--- config.mk ---
export PLATFORM = sky130hd
export DESIGN_NAME = srs_sequencer
export DESIGN_NICKNAME = d
export VERILOG_FILES = /design/src/srs_pkg.sv /design/src/srs_sequencer.sv
export SDC_FILE = /design/constraint.sdc
export NUM_CORES = 1
export LEC_CHECK = 0
export BUFFER_PORTS_ARGS = -buffer_cell sky130_fd_sc_hd__buf_2
export CAP_MARGIN = 10
export CORE_MARGIN = 1
export CORE_UTILIZATION = 35
export DETAILED_ROUTE_END_ITERATION = 10
export SYNTH_ARGS = -nofsm -noshare
export SYNTH_HDL_FRONTEND = slang
export SYNTH_SLANG_ARGS = --single-unit
--- constraint.sdc ---
create_clock -name clk -period 3.3 [get_ports clk]
set_input_delay 0.165 -clock clk [delete_from_list [all_inputs] [get_ports clk]]
set_output_delay 0.165 -clock clk [all_outputs]
set_load 0.005 [all_outputs]
--- src/srs_pkg.sv ---
// package of constants and types for the startup reset sequencer
// ============================================================
// Function
// reset held while external or power-on reset
// power-on reset lasts 3 ms, never under 1.5 ms
// no boot while external reset held
// clock request about 120 us after release
// sleep at least 4.2 ms after release
// reference and low-power clocks stable by then
// missing low-power clock switches to internal one
// delays are parameter counters on known clock
package srs_pkg;
    // ============================================================
    // clock rate and times
    localparam int unsigned CLK_HZ         = 40_000_000;
    localparam int unsigned POR_TYP_US     = 3000;
    localparam int unsigned POR_MIN_US     = 1500;
    localparam int unsigned CLKREQ_US      = 120;
    localparam int unsigned SLEEP_MIN_US   = 4200;
    localparam int unsigned LPC_WATCH_US   = 100;
    localparam int unsigned CYC_PER_US     = CLK_HZ / 1_000_000;
    localparam int unsigned POR_CYC        = POR_TYP_US * CYC_PER_US;
    localparam int unsigned POR_MIN_CYC    = POR_MIN_US * CYC_PER_US;
    localparam int unsigned CLKREQ_CYC     = CLKREQ_US * CYC_PER_US;
    localparam int unsigned SLEEP_CYC      = SLEEP_MIN_US * CYC_PER_US;
    localparam int unsigned LPC_WATCH_CYC  = LPC_WATCH_US * CYC_PER_US;
    localparam int unsigned CNT_W          = 24;

    // ============================================================
    // sequencer states
    typedef enum logic [1:0] {
        SRS_RESET,
        SRS_SLEEP,
        SRS_RUN
    } srs_state_t;

    // status bundle driven out
    typedef struct packed {
        logic chip_reset;
        logic clk_req;
        logic boot_go;
        logic lpc_internal;
    } srs_status_t;
endpackage

--- src/srs_sequencer.sv ---
// startup and reset sequencer of the radio baseband
`timescale 1ns/100ps
module srs_sequencer #(
    parameter int unsigned POR_CYC       = srs_pkg::POR_CYC,
    parameter int unsigned CLKREQ_CYC    = srs_pkg::CLKREQ_CYC,
    parameter int unsigned SLEEP_CYC     = srs_pkg::SLEEP_CYC,
    parameter int unsigned LPC_WATCH_CYC = srs_pkg::LPC_WATCH_CYC
) (
    // clock and reset
    input  wire logic                 clk,
    input  wire logic                 rst,
    // external reset and supply monitor
    input  wire logic                 ext_reset_n,
    input  wire logic                 core_supply_ok,
    // low-power clock sample and internal substitute
    input  wire logic                 low_power_clock_in,
    input  wire logic                 internal_lpc,
    // outputs
    output srs_pkg::srs_status_t      status,
    output logic                      low_power_clock
);
    localparam int W = srs_pkg::CNT_W;
    // shortest power-on reset allowed, scaled to the typical count
    localparam int unsigned POR_MIN = POR_CYC * srs_pkg::POR_MIN_US
                                      / srs_pkg::POR_TYP_US;

    // ============================================================
    // shared counter compare
    // true once a counter has reached a cycle limit
    function automatic logic at_limit(input logic [W-1:0] cnt,
                                      input int unsigned lim);
        return cnt >= W'(lim);
    endfunction

    // ============================================================
    // power-on reset counter
    logic [W-1:0] por_cnt;
    logic         por_active;
    wire          por_done = at_limit(por_cnt, POR_CYC);

    // hold power-on reset
    always_ff @(posedge clk or posedge rst) begin
        if (rst) begin
            por_cnt <= '0;
        end else if (!core_supply_ok) begin
            por_cnt <= '0;
        end else if (!por_done) begin
            por_cnt <= por_cnt + W'(1);
        end
    end
    assign por_active = !por_done;

    // combined global reset, last release wins
    wire glob_reset = por_active || !ext_reset_n;

    // ============================================================
    // sequencer
    srs_pkg::srs_state_t state;
    srs_pkg::srs_state_t next_state;
    logic [W-1:0]        seq_cnt;
    wire sleep_done = at_limit(seq_cnt, SLEEP_CYC - 1);
    wire req_due    = at_limit(seq_cnt, CLKREQ_CYC - 1);

    // startup waits for external reset release
    always_comb begin
        next_state = state;
        unique case (state)
            srs_pkg::SRS_RESET: begin
                if (!glob_reset) next_state = srs_pkg::SRS_SLEEP;
            end
            srs_pkg::SRS_SLEEP: begin
                if (glob_reset) next_state = srs_pkg::SRS_RESET;
                else if (sleep_done) next_state = srs_pkg::SRS_RUN;
            end
            srs_pkg::SRS_RUN: begin
                if (glob_reset) next_state = srs_pkg::SRS_RESET;
            end
            // unused code falls back to reset
            default: begin
                next_state = srs_pkg::SRS_RESET;
            end
        endcase
    end

    // sequencer state and delay counter
    always_ff @(posedge clk or posedge rst) begin
        if (rst) begin
            state   <= srs_pkg::SRS_RESET;
            seq_cnt <= '0;
        end else begin
            state <= next_state;
            if (next_state == srs_pkg::SRS_RESET) seq_cnt <= '0;
            else if (!(&seq_cnt)) seq_cnt <= seq_cnt + W'(1);
        end
    end

    // ============================================================
    // low-power clock watchdog
    logic         lpc_prev;
    logic [W-1:0] lpc_idle;
    logic         use_internal;
    wire          lpc_edge = low_power_clock_in ^ lpc_prev;
    wire          lpc_quiet = at_limit(lpc_idle, LPC_WATCH_CYC);

    // no edges for watch time selects internal clock
    always_ff @(posedge clk or posedge rst) begin
        if (rst) begin
            lpc_prev     <= 1'b0;
            lpc_idle     <= '0;
            use_internal <= 1'b0;
        end else begin
            lpc_prev <= low_power_clock_in;
            if (lpc_edge) lpc_idle <= '0;
            else if (!lpc_quiet) lpc_idle <= lpc_idle + W'(1);
            // a stall seen this cycle wins over a fresh edge
            if (lpc_quiet) use_internal <= 1'b1;
            else if (lpc_edge) use_internal <= 1'b0;
        end
    end

    // ============================================================
    // registered outputs
    wire in_seq = (next_state != srs_pkg::SRS_RESET);

    // clock request after delay; R5: boot after sleep
    always_ff @(posedge clk or posedge rst) begin
        if (rst) begin
            status          <= '{1'b1, 1'b0, 1'b0, 1'b0};
            low_power_clock <= 1'b0;
        end else begin
            status.chip_reset   <= !in_seq;
            status.clk_req      <= in_seq && req_due;
            status.boot_go      <= next_state == srs_pkg::SRS_RUN;
            status.lpc_internal <= use_internal;
            low_power_clock <= use_internal ? internal_lpc
                                            : low_power_clock_in;
        end
    end

    // ============================================================
    // check helpers, counted apart from the sequencer's own counters
    logic [W-1:0] sup_run;
    logic [W-1:0] rel_run;

    // cycles of good supply and cycles since the chip left reset
    always_ff @(posedge clk or posedge rst) begin
        if (rst) begin
            sup_run <= '0;
            rel_run <= '0;
        end else begin
            if (!core_supply_ok) sup_run <= '0;
            else if (!(&sup_run)) sup_run <= sup_run + W'(1);
            if (status.chip_reset) rel_run <= '0;
            else if (!(&rel_run)) rel_run <= rel_run + W'(1);
        end
    end

    // ============================================================
    // checks
    // external reset keeps chip in reset
    ext_hold_a: assert property (@(posedge clk) disable iff (rst)
        !ext_reset_n |=> status.chip_reset)
        else $error("chip left reset while external reset held");
    // no boot while external reset
    boot_block_a: assert property (@(posedge clk) disable iff (rst)
        !ext_reset_n |=> !status.boot_go)
        else $error("boot while external reset held");
    // boot only after full sleep
    sleep_min_a: assert property (@(posedge clk) disable iff (rst)
        $rose(status.boot_go) |-> seq_cnt >= W'(SLEEP_CYC - 1))
        else $error("boot before minimum sleep");
    // clock request not before delay
    clk_req_a: assert property (@(posedge clk) disable iff (rst)
        $rose(status.clk_req) |-> $past(seq_cnt) >= W'(CLKREQ_CYC - 1))
        else $error("clock request too early");
    // power-on reset minimum length
    por_min_a: assert property (@(posedge clk) disable iff (rst)
        $fell(por_active) |-> at_limit(sup_run, POR_MIN))
        else $error("power-on reset too short");
    // reset drops clock request and boot
    reset_drop_a: assert property (@(posedge clk) disable iff (rst)
        status.chip_reset |-> !status.clk_req && !status.boot_go)
        else $error("request or boot during reset");
    // idle input selects internal clock
    lpc_switch_a: assert property (@(posedge clk) disable iff (rst)
        lpc_quiet |-> ##2 status.lpc_internal)
        else $error("internal clock not selected");
    // sequence restarts in reset
    restart_a: assert property (@(posedge clk) disable iff (rst)
        glob_reset |=> seq_cnt == '0)
        else $error("delay counter not cleared");

    // ============================================================
    // reset, timing and clock selection checks
    // pending power-on reset holds the chip
    por_hold_a: assert property (@(posedge clk) disable iff (rst)
        por_active |=> status.chip_reset)
        else $error("chip left reset during power-on reset");
    // any reset source clears the request
    req_drop_a: assert property (@(posedge clk) disable iff (rst)
        glob_reset |=> status.chip_reset && !status.clk_req)
        else $error("request kept through reset");
    // request exactly at its delay
    req_time_a: assert property (@(posedge clk) disable iff (rst)
        !status.chip_reset |->
            status.clk_req == at_limit(rel_run, CLKREQ_CYC - 1))
        else $error("clock request off its delay");
    // boot exactly when sleep ends
    boot_time_a: assert property (@(posedge clk) disable iff (rst)
        !status.chip_reset |->
            status.boot_go == at_limit(rel_run, SLEEP_CYC - 1))
        else $error("boot off the sleep period");
    // clock request comes before boot
    req_order_a: assert property (@(posedge clk) disable iff (rst)
        status.boot_go |-> status.clk_req)
        else $error("boot without clock request");
    // a fresh edge returns to the external clock
    lpc_back_a: assert property (@(posedge clk) disable iff (rst)
        lpc_edge && !lpc_quiet |-> ##2 !status.lpc_internal)
        else $error("external clock not taken back");
    // internal source drives the clock output
    lpc_int_a: assert property (@(posedge clk) disable iff (rst)
        status.lpc_internal |-> low_power_clock == $past(internal_lpc))
        else $error("internal clock not passed out");
    // external source drives the clock output
    lpc_ext_a: assert property (@(posedge clk) disable iff (rst)
        !status.lpc_internal |-> low_power_clock == lpc_prev)
        else $error("external clock not passed out");
endmodule

Yosys cells after proc, flatten, opt, wreduce, memory -nomap -nowiden. Index checks and enable logic that the tools add are counted.

Word-level logic and storage cells: 49. Output and inout port bits: 5. Bits in registers: 81.

Multiplexer cells: 14. $add $sub $neg: 3. Equality and inequality tests: 6. Reductions and logical operators: 10. Bitwise gates (word level): 1. Magnitude comparators: 4.

Operator list (count): $mux W24 (6); $add A24 B1 Y24 const B (3); $ge A24 B12 Y1 const B (1); $ge A24 B13 Y1 const B (1); $ge A24 B17 Y1 const B (1); $ge A24 B18 Y1 const B (1); $reduce_and A24 Y1 (1); $mux W2 (4); $ne A2 B2 Y1 const B (3); $pmux W2 S3 (1); $eq A2 B2 Y1 const B (2); $logic_not A2 Y1 (2); $reduce_bool A2 Y1 (2); $logic_not A1 Y1 (3); $mux W1 (3); $eq A2 B1 Y1 const B (1); $logic_and A1 B1 Y1 (1); $logic_or A1 B1 Y1 (1); $xor A1 B1 Y1 (1).

Longest topological paths before layout. Gate-level depths: netlist of run 1.

Depth after elaboration: 7. Mapped depth: 9. Gate-level depth less buffers: 6.

Least setup slack after synthesis of run 1. Ideal clock, no wire load.

Path kind: register -> register. Start point: register por_cnt[22]. End point: register por_cnt[14]. Arrival time: 1.834 ns. Cell stages (with the launch flop): 7. Buffers on the path: 1. Required time: 3.177 ns. Setup time: 0.123 ns. Slack: 1.344 ns. Path through: dfrtp_1 nor4_4 o211ai_2 or2_1 buf_6 or4_4 mux2i_1.

Word-level cells in the longest chain between the ends: 2.

Ends and longest elaborated chain: start: declaration (line srs_sequencer.sv:37) `logic [W-1:0] por_cnt;`; start signal: assignment (line srs_sequencer.sv:48) `por_cnt <= por_cnt + W'(1);`; $ge A24 B17 Y1 (line srs_sequencer.sv:32) `return cnt >= W'(lim);`; $ne A2 B2 Y1 (no source line).

No other way between the ends. A chain may end at the register's enable or synchronous reset.

Final worst setup path of run 1.
Start point: register seq_cnt[0]. End point: register seq_cnt[6].

Word-level cells in the longest chain between the ends: 6. Elaborated cells between the ends (all ways): 10. Classes of those cells: add/sub (1); order compare (1); eq/ne (1); mux (5); reduce/logical (2).

Ends and longest elaborated chain: start: declaration (line srs_sequencer.sv:60) `logic [W-1:0] seq_cnt;`; start signal: assignment (line srs_sequencer.sv:93) `else if (!(&seq_cnt)) seq_cnt <= seq_cnt + W'(1);`; $ge A24 B18 Y1 (line srs_sequencer.sv:32); $mux W2 (line srs_sequencer.sv:73) `else if (sleep_done) next_state = srs_pkg::SRS_RUN;`; $mux W2 (line srs_sequencer.sv:72) `if (glob_reset) next_state = srs_pkg::SRS_RESET;`; $pmux W2 S3 (line srs_sequencer.sv:67) `unique case (state)`; $logic_not A2 Y1 (line srs_sequencer.sv:92) `if (next_state == srs_pkg::SRS_RESET) seq_cnt <= '0;`; $ne A2 B2 Y1 (no source line) or $mux W24 (tied branches).

Parallel ways exist; a longest one is shown, timed or not. The select of a mux whose other input is x is not followed.

==> results of run 1 <==
==> what timing repair did <==
action / 4_1_cts / 5_1_grt
hold buffers: 2 / 0
endpoints found under the setup margin: 0 / 0
endpoints found under the hold margin: 34 / 0
==> registers in the layout, summed over array words and instances, names as in the netlist <==
register,cells
state,2
lpc_idle,24
seq_cnt,24
lpc_prev,1
low_power_clock,1
status,4
por_cnt,24
use_internal,1
==> report_power, final <==
group	internal, mW	switching (mW)
Sequential	1.00	0.0127
Combinational	0.0214	0.0493
Clock	0.349	0.359
==> critical path, stage by stage (launching register included) <==
cell and delay [ns]:
dfrtp_1 0.41, ha_1 0.22, and4_1 0.38, and4_1 0.63
nand2_1 0.29, and4_1 0.32, nor3_1 0.14
==> per-stage QoR <==
step                      instance area [µm²]  hold WS [ns]  total power [mW]  util, %
after floorplan                          3900         0.196              1.08        -
after global routing                     4280        0.0243              1.87     39.5
final                                    4280        0.0363              1.79     39.5
after CTS                                4280        0.0193              1.82     39.5
after global placement                   4070         0.268              1.10     37.6
after detailed placement                 4070         0.262              1.11     37.6
==> Yosys cell counts (all sizes together), types with 7 or more instances <==
| cell | instances | area [µm²] |
|---|---|---|
| inv | 7 | 26.3 |
| clkbuf | 13 | 48.8 |
| xnor2 | 14 | 123 |
| nand2 | 31 | 116 |
| nand3 | 19 | 95.1 |
| dfrtp | 80 | 2000 |
| a21oi | 17 | 85.1 |
| nor3 | 10 | 65.1 |
| mux2i | 11 | 110 |
| nand2b | 11 | 68.8 |
| and2 | 28 | 176 |
| xor2 | 13 | 114 |
| nor2 | 32 | 120 |
| nand4 | 20 | 125 |
| and4 | 9 | 78.8 |
==> kinds of logic (layout without fill, tap and decap cells) <==
kind of cell    count (synthesis)  after routing
compound gates                 49             49
xor+xnor                       27             27
fa+ha+maj                       5              5
buf+inv                        25             38
flops                          81             81
mux                            12             12
simple gates                  182            182
==> worst paths after layout <==
kind                               from         endpoint  slack (ns)  cells past startpoint
setup / recovery             seq_cnt[0]       seq_cnt[6]        0.82                      6
hold / removal             internal_lpc  low_power_clock        0.04                      2
setup reg to reg             seq_cnt[0]       seq_cnt[6]        0.82                      6
hold reg to reg            use_internal        status[0]        0.43                      0
max in group asynchronous           rst        status[3]        2.09                      4
min in group asynchronous           rst      por_cnt[23]        0.41                      3
==> per-layer routing <==
metal,global-route usage (%),part of all wire [%],vias up
met5,0,0,-
met4,6.75,2.1,0
met3,3.33,4.1,13
met2,21.5,45,50
met1,18.9,49,1374
li1,-,-,1365
==> layout make-up <==
class / count / share of cell area [%]
clock buffer: 11 / 3.07
inverter: 7 / 0.643
clock inverter: 5 / 1.32
multi-input combinational: 275 / 41.4
tap: 140 / 4.09
sequential: 81 / 47.4
timing repair buffer: 15 / 2.16
==> run summary, run 1 <==
Status: finished, final reports clean
Antenna viol nets, final: 0
Max-slew headroom: 35.3%
Clk root buf: clkbuf_8
Detailed Route Iter0 Violations: 95
Longest Clk Path Bufs: 2
Fmax: 403 MHz
Number of synthesized register bits: 81
Skew final: 0.0147 ns
Register area: 2030 µm²
Setup Crit Path Kind: reg -> reg
CP max FO: 16
Most frequent cells in the layout: 80 x dfrtp_1, 32 x nor2_1, 31 x nand2_1, 27 x and2_1, 20 x nand4_1
Compound-Gate Fraction of Synth Area: 8.53%
RD Place Congestion: 0.728
Netlist cell types: 47
Average wire per standard cell: 13.3 µm
Port bufs: 10
Synthesized-area fraction occupied by adder cells: 1.60%
Final Max Slew Viols: 0
P&R area growth vs syn: 9.68%
Post-synth ARST share: 100%
Mux cell area share after synthesis: 3.11%
Setup TNS: 0 ns
Finished Layout Cells: 534
First-pass GRT wire length: 12800 µm
Final Cycle Share: 75.1%
Synth Area in XOR/XNOR: 6.06%
Max rail drop VDD: 0.000298 V
Post-CTS sizing: 0
Initial antenna violation count: 0
RSZ-0062 raised after global routing: no
Die area: 11600 µm²
# DRC: 0
Post-Synth Simple-Gate Area: 26.1%
Inst Count DP: 516
Routed WL: 7120 µm
Via density: 5.25
Worst Path Arrival: 2.75 ns
Post-CTS setup buffer count: 0
TritonCTS buffer count: 9
Syn Std Cell Area: 3900 µm²
Starting density of the core: 36.0%
Slew @ Worst Pin: 0.963 ns
Syn Nets: 392
Critical Path RT: 3.57 ns
Commonest non-fill, non-tap cell in the layout: dfrtp_1
Primary FF master, synth: dfrtp_1
Pre-CTS WS: 0.844 ns
Post-DP HPWL: 4730 µm
Fill count: 1083
Core region area: 10800 µm²
Clk sinks: 81
Post-synth EDFFs: 0
Number of core rows: 38
Synth warn: 0
CP startpoint kind: register
Die Y: 108 µm
Hold Path Class: in -> reg
Leak: 1.88 nW
H-tree depth: 3
GRT Total Usage: 14.1%
Largest family of logic cells by synthesized area: simple AND/OR/NAND/NOR gates
CTS clk-pin slew, worst paths: 0.09 ns
Routed vias: 2802
Setup-failing EPs final: 0
Post-synthesis sequential area ratio: 52.0%
IO Pins: 11
TritonRoute pass-1 iters: 4
Final hold violation count: 0
Syn avg cell area: 10.2 µm²
Ant. Diodes: 0
Cell count after synthesis: 381
Crit. End Element: register
Worst skew pair latency: 0.36 ns
Pwr/cell area: 419 nW/µm²
Multi-input logic area: 1770 µm²
Largest net degree at the start of global routing: 36
Chip Width: 108 µm
Nets: 400
Max-cap violations: 0
GRT overflow: 0
CTS tree: built
Worst setup margin: 0.821 ns
Fraction of layout cells with a size suffix above 1: 9.90%
Post-layout minimum cycle time: 2.48 ns
Vias in the first global route: 2700
No activity file was read; power rests on OpenSTA's default activity.
==> run 2: changes to the inputs <==
==> constraint.sdc (replaced) <==
create_clock -name clk -period 2.05 [get_ports clk]
set_input_delay 0.1025 -clock clk [delete_from_list [all_inputs] [get_ports clk]]
set_output_delay 0.1025 -clock clk [all_outputs]
set_load 0.005 [all_outputs]
==> run 2 against run 1 <==
Compared with the run above: clock-buffer cell count grew 2; critical path type unchanged; cell count grew 3.7%; via count grew 1.8%; non-clock buffer count grew 21; wire length grew 2.3%; largest power group unchanged; sequential power grew 61%.
==> run summary, run 2 (synthesis results as in run 1) <==
Setup-failing EPs final: 0 (unchanged)
Chip Width: 108 µm (unchanged)
Max-slew headroom: 55.3% (was 35.3%)
Multi-input logic area: 1780 µm² (was 1770 µm²)
Inst Count DP: 536 (was 516)
CTS clk-pin slew, worst paths: 0.08 ns (was 0.09 ns)
Routed vias: 2852 (was 2802)
Register area: 2030 µm² (unchanged)
Port bufs: 10 (unchanged)
Clk sinks: 81 (unchanged)
Number of core rows: 38 (unchanged)
Max-cap violations: 0 (unchanged)
Clk root buf: clkbuf_8 (unchanged)
Post-DP HPWL: 5050 µm (was 4730 µm)
TritonCTS buffer count: 9 (unchanged)
CP startpoint kind: register (unchanged)
Fraction of layout cells with a size suffix above 1: 15.0% (was 9.90%)
Fill count: 1054 (was 1083)
First-pass GRT wire length: 13300 µm (was 12800 µm)
Psw: 0.654 mW (was 0.421 mW)
Crit path largest cell delay: 0.57 ns (was 0.63 ns)
Detailed Route Iter0 Violations: 85 (was 95)
Most frequent cells in the layout: 80 x dfrtp_1, 32 x nor2_1, 31 x nand2_1, 27 x and2_1, 21 x buf_4 (was 80 x dfrtp_1, 32 x nor2_1, 31 x nand2_1, 27 x and2_1, 20 x nand4_1)
Critical Path RT: 2.29 ns (was 3.57 ns)
Slew @ Worst Pin: 0.670 ns (was 0.963 ns)
Hold Path Class: in -> reg (unchanged)
Status: finished, final reports clean (unchanged)
Initial antenna violation count: 0 (unchanged)
Worst setup margin: 0.106 ns (was 0.821 ns)
CP max FO: 6 (was 16)
Starting density of the core: 36.0% (unchanged)
Sw frac: 21.1% (was 23.5%)
Setup Crit Path Kind: reg -> reg (unchanged)
Final Max Slew Viols: 0 (unchanged)
Max rail drop VDD: 0.000307 V (was 0.000298 V)
Start point of the worst hold path: ext_reset_n (was internal_lpc)
H-tree depth: 3 (unchanged)
Worst-path cell chain: a211oi_1 -> nor3_2 -> or2_1 -> or4_4 -> mux2i_1 (was ha_1 -> and4_1 -> and4_1 -> nand2_1 -> and4_1 -> nor3_1)
P_int: 2.44 mW (was 1.37 mW)
Vias in the first global route: 2866 (was 2700)
GRT overflow: 0 (unchanged)
R2r startpoint: por_cnt[7] (was seq_cnt[0])
Commonest non-fill, non-tap cell in the layout: dfrtp_1 (unchanged)
RSZ-0062 raised after global routing: no (unchanged)
TritonRoute pass-1 iters: 4 (unchanged)
# DRC: 0 (unchanged)
Flop pwr share: 52.8% (was 56.6%)
Longest Clk Path Bufs: 2 (unchanged)
Die Y: 108 µm (unchanged)
Placed cell areas: 4250 µm² (was 4070 µm²)
Top flop regs: lpc_idle (24), por_cnt (24), seq_cnt (24) (unchanged)
IO Pins: 11 (unchanged)
Ant. Diodes: 0 (unchanged)
Post-Layout Inst Area: 4520 µm² (was 4280 µm²)
Antenna viol nets, final: 0 (unchanged)
RD Place Congestion: 0.791 (was 0.728)
Core region area: 10800 µm² (unchanged)
Fmax: 514 MHz (was 403 MHz)
GRT Total Usage: 14.7% (was 14.1%)
Skew final: 0.00750 ns (was 0.0147 ns)
Routed WL: 7290 µm (was 7120 µm)
Clock network power share: 43.1% (was 39.5%)
Finished Layout Cells: 554 (was 534)
Largest net degree at the start of global routing: 35 (was 36)
Worst skew pair latency: 0.36 ns (about the same)
Crit. Startpoint: por_cnt[7] (was seq_cnt[0])
Die area: 11600 µm² (unchanged)
Pwr/cell area: 684 nW/µm² (was 419 nW/µm²)
Comb power frac: 4.1% (was 3.9%)
Pre-CTS WS: 0.0591 ns (was 0.844 ns)
Via density: 5.15 (was 5.25)
Final Cycle Share: 94.8% (was 75.1%)
Average wire per standard cell: 13.2 µm (was 13.3 µm)
Leak: 2.02 nW (was 1.88 nW)
Nets: 421 (was 400)
CTS tree: built (unchanged)
Worst Path Arrival: 2.18 ns (was 2.75 ns)
Setup TNS: 0 ns (unchanged)
Crit. End Element: register (unchanged)
Slowest cell on crit path: or4_4 (was and4_1)
WHS: 0.0302 ns (was 0.0363 ns)
Final hold violation count: 0 (unchanged)
P&R area growth vs syn: 15.8% (was 9.68%)
Post-layout minimum cycle time: 1.94 ns (was 2.48 ns)
[run 2: layout make-up]
type                            count  area share (%)
Clock buffer                       13            3.74
Clock inverter                      2            1.33
Inverter                            7           0.664
Multi-Input combinational cell    275            39.4
Sequential cell                    81            44.9
Tap cell                          140            3.87
Timing Repair Buffer               36            6.14
[run 2: critical path, delay by kind of cell (launching register included)]
kind,cells,cell delay [ns]
flops,1,0.41
mux,1,0.13
simple gates,3,0.95
compound gates,1,0.33
[run 2: path summary, 6_finish.rpt]
kind / end / slack (ns) / cells after the start
max in group asynchronous: lpc_idle[4] / 1.02 / 4
worst min-delay path: seq_cnt[5] / 0.03 / 3
min in group asynchronous: por_cnt[3] / 0.39 / 3
worst max-delay path: por_cnt[14] / 0.11 / 5
worst min register to register: status[0] / 0.43 / 0
worst max register to register: por_cnt[14] / 0.11 / 5
[run 2: repair_timing]
action	CTS	global route
endpoints found under the setup margin	0	11
endpoints found under the hold margin	30	0
hold buffers	3	0
resized for setup	0	3
setup buffers	0	0
[run 2: stage by stage]
| step | power (mW) | util, % |
|---|---|---|
| 6_report | 3.09 | 41.7 |
| 5_1_grt | 3.22 | 41.7 |
| 4_1_cts | 3.14 | 41.6 |
| 3_5_place_dp | 1.79 | 39.2 |
| 3_3_place_gp | 1.79 | 39.2 |
| 2_1_floorplan | 1.74 | - |
[run 2: per-layer routing]
layer / share of wire (%) / GRT usage [%] / vias up
met3: 2.3 / 2.85 / 13
li1: - / - / 1396
met4: 2.6 / 8.22 / 0
met1: 50 / 19.8 / 1410
met5: 0 / 0 / -
met2: 45 / 22.2 / 33
[run 2: power groups by stage]
stage               Combinational [mW]  Sequential (mW)  Clock, mW
global route                     0.150             1.64       1.43
CTS                              0.130             1.63       1.38
finish                           0.126             1.63       1.33
floorplan                       0.0825             1.66          0
detailed placement               0.126             1.67          0
global placement                 0.120             1.66          0
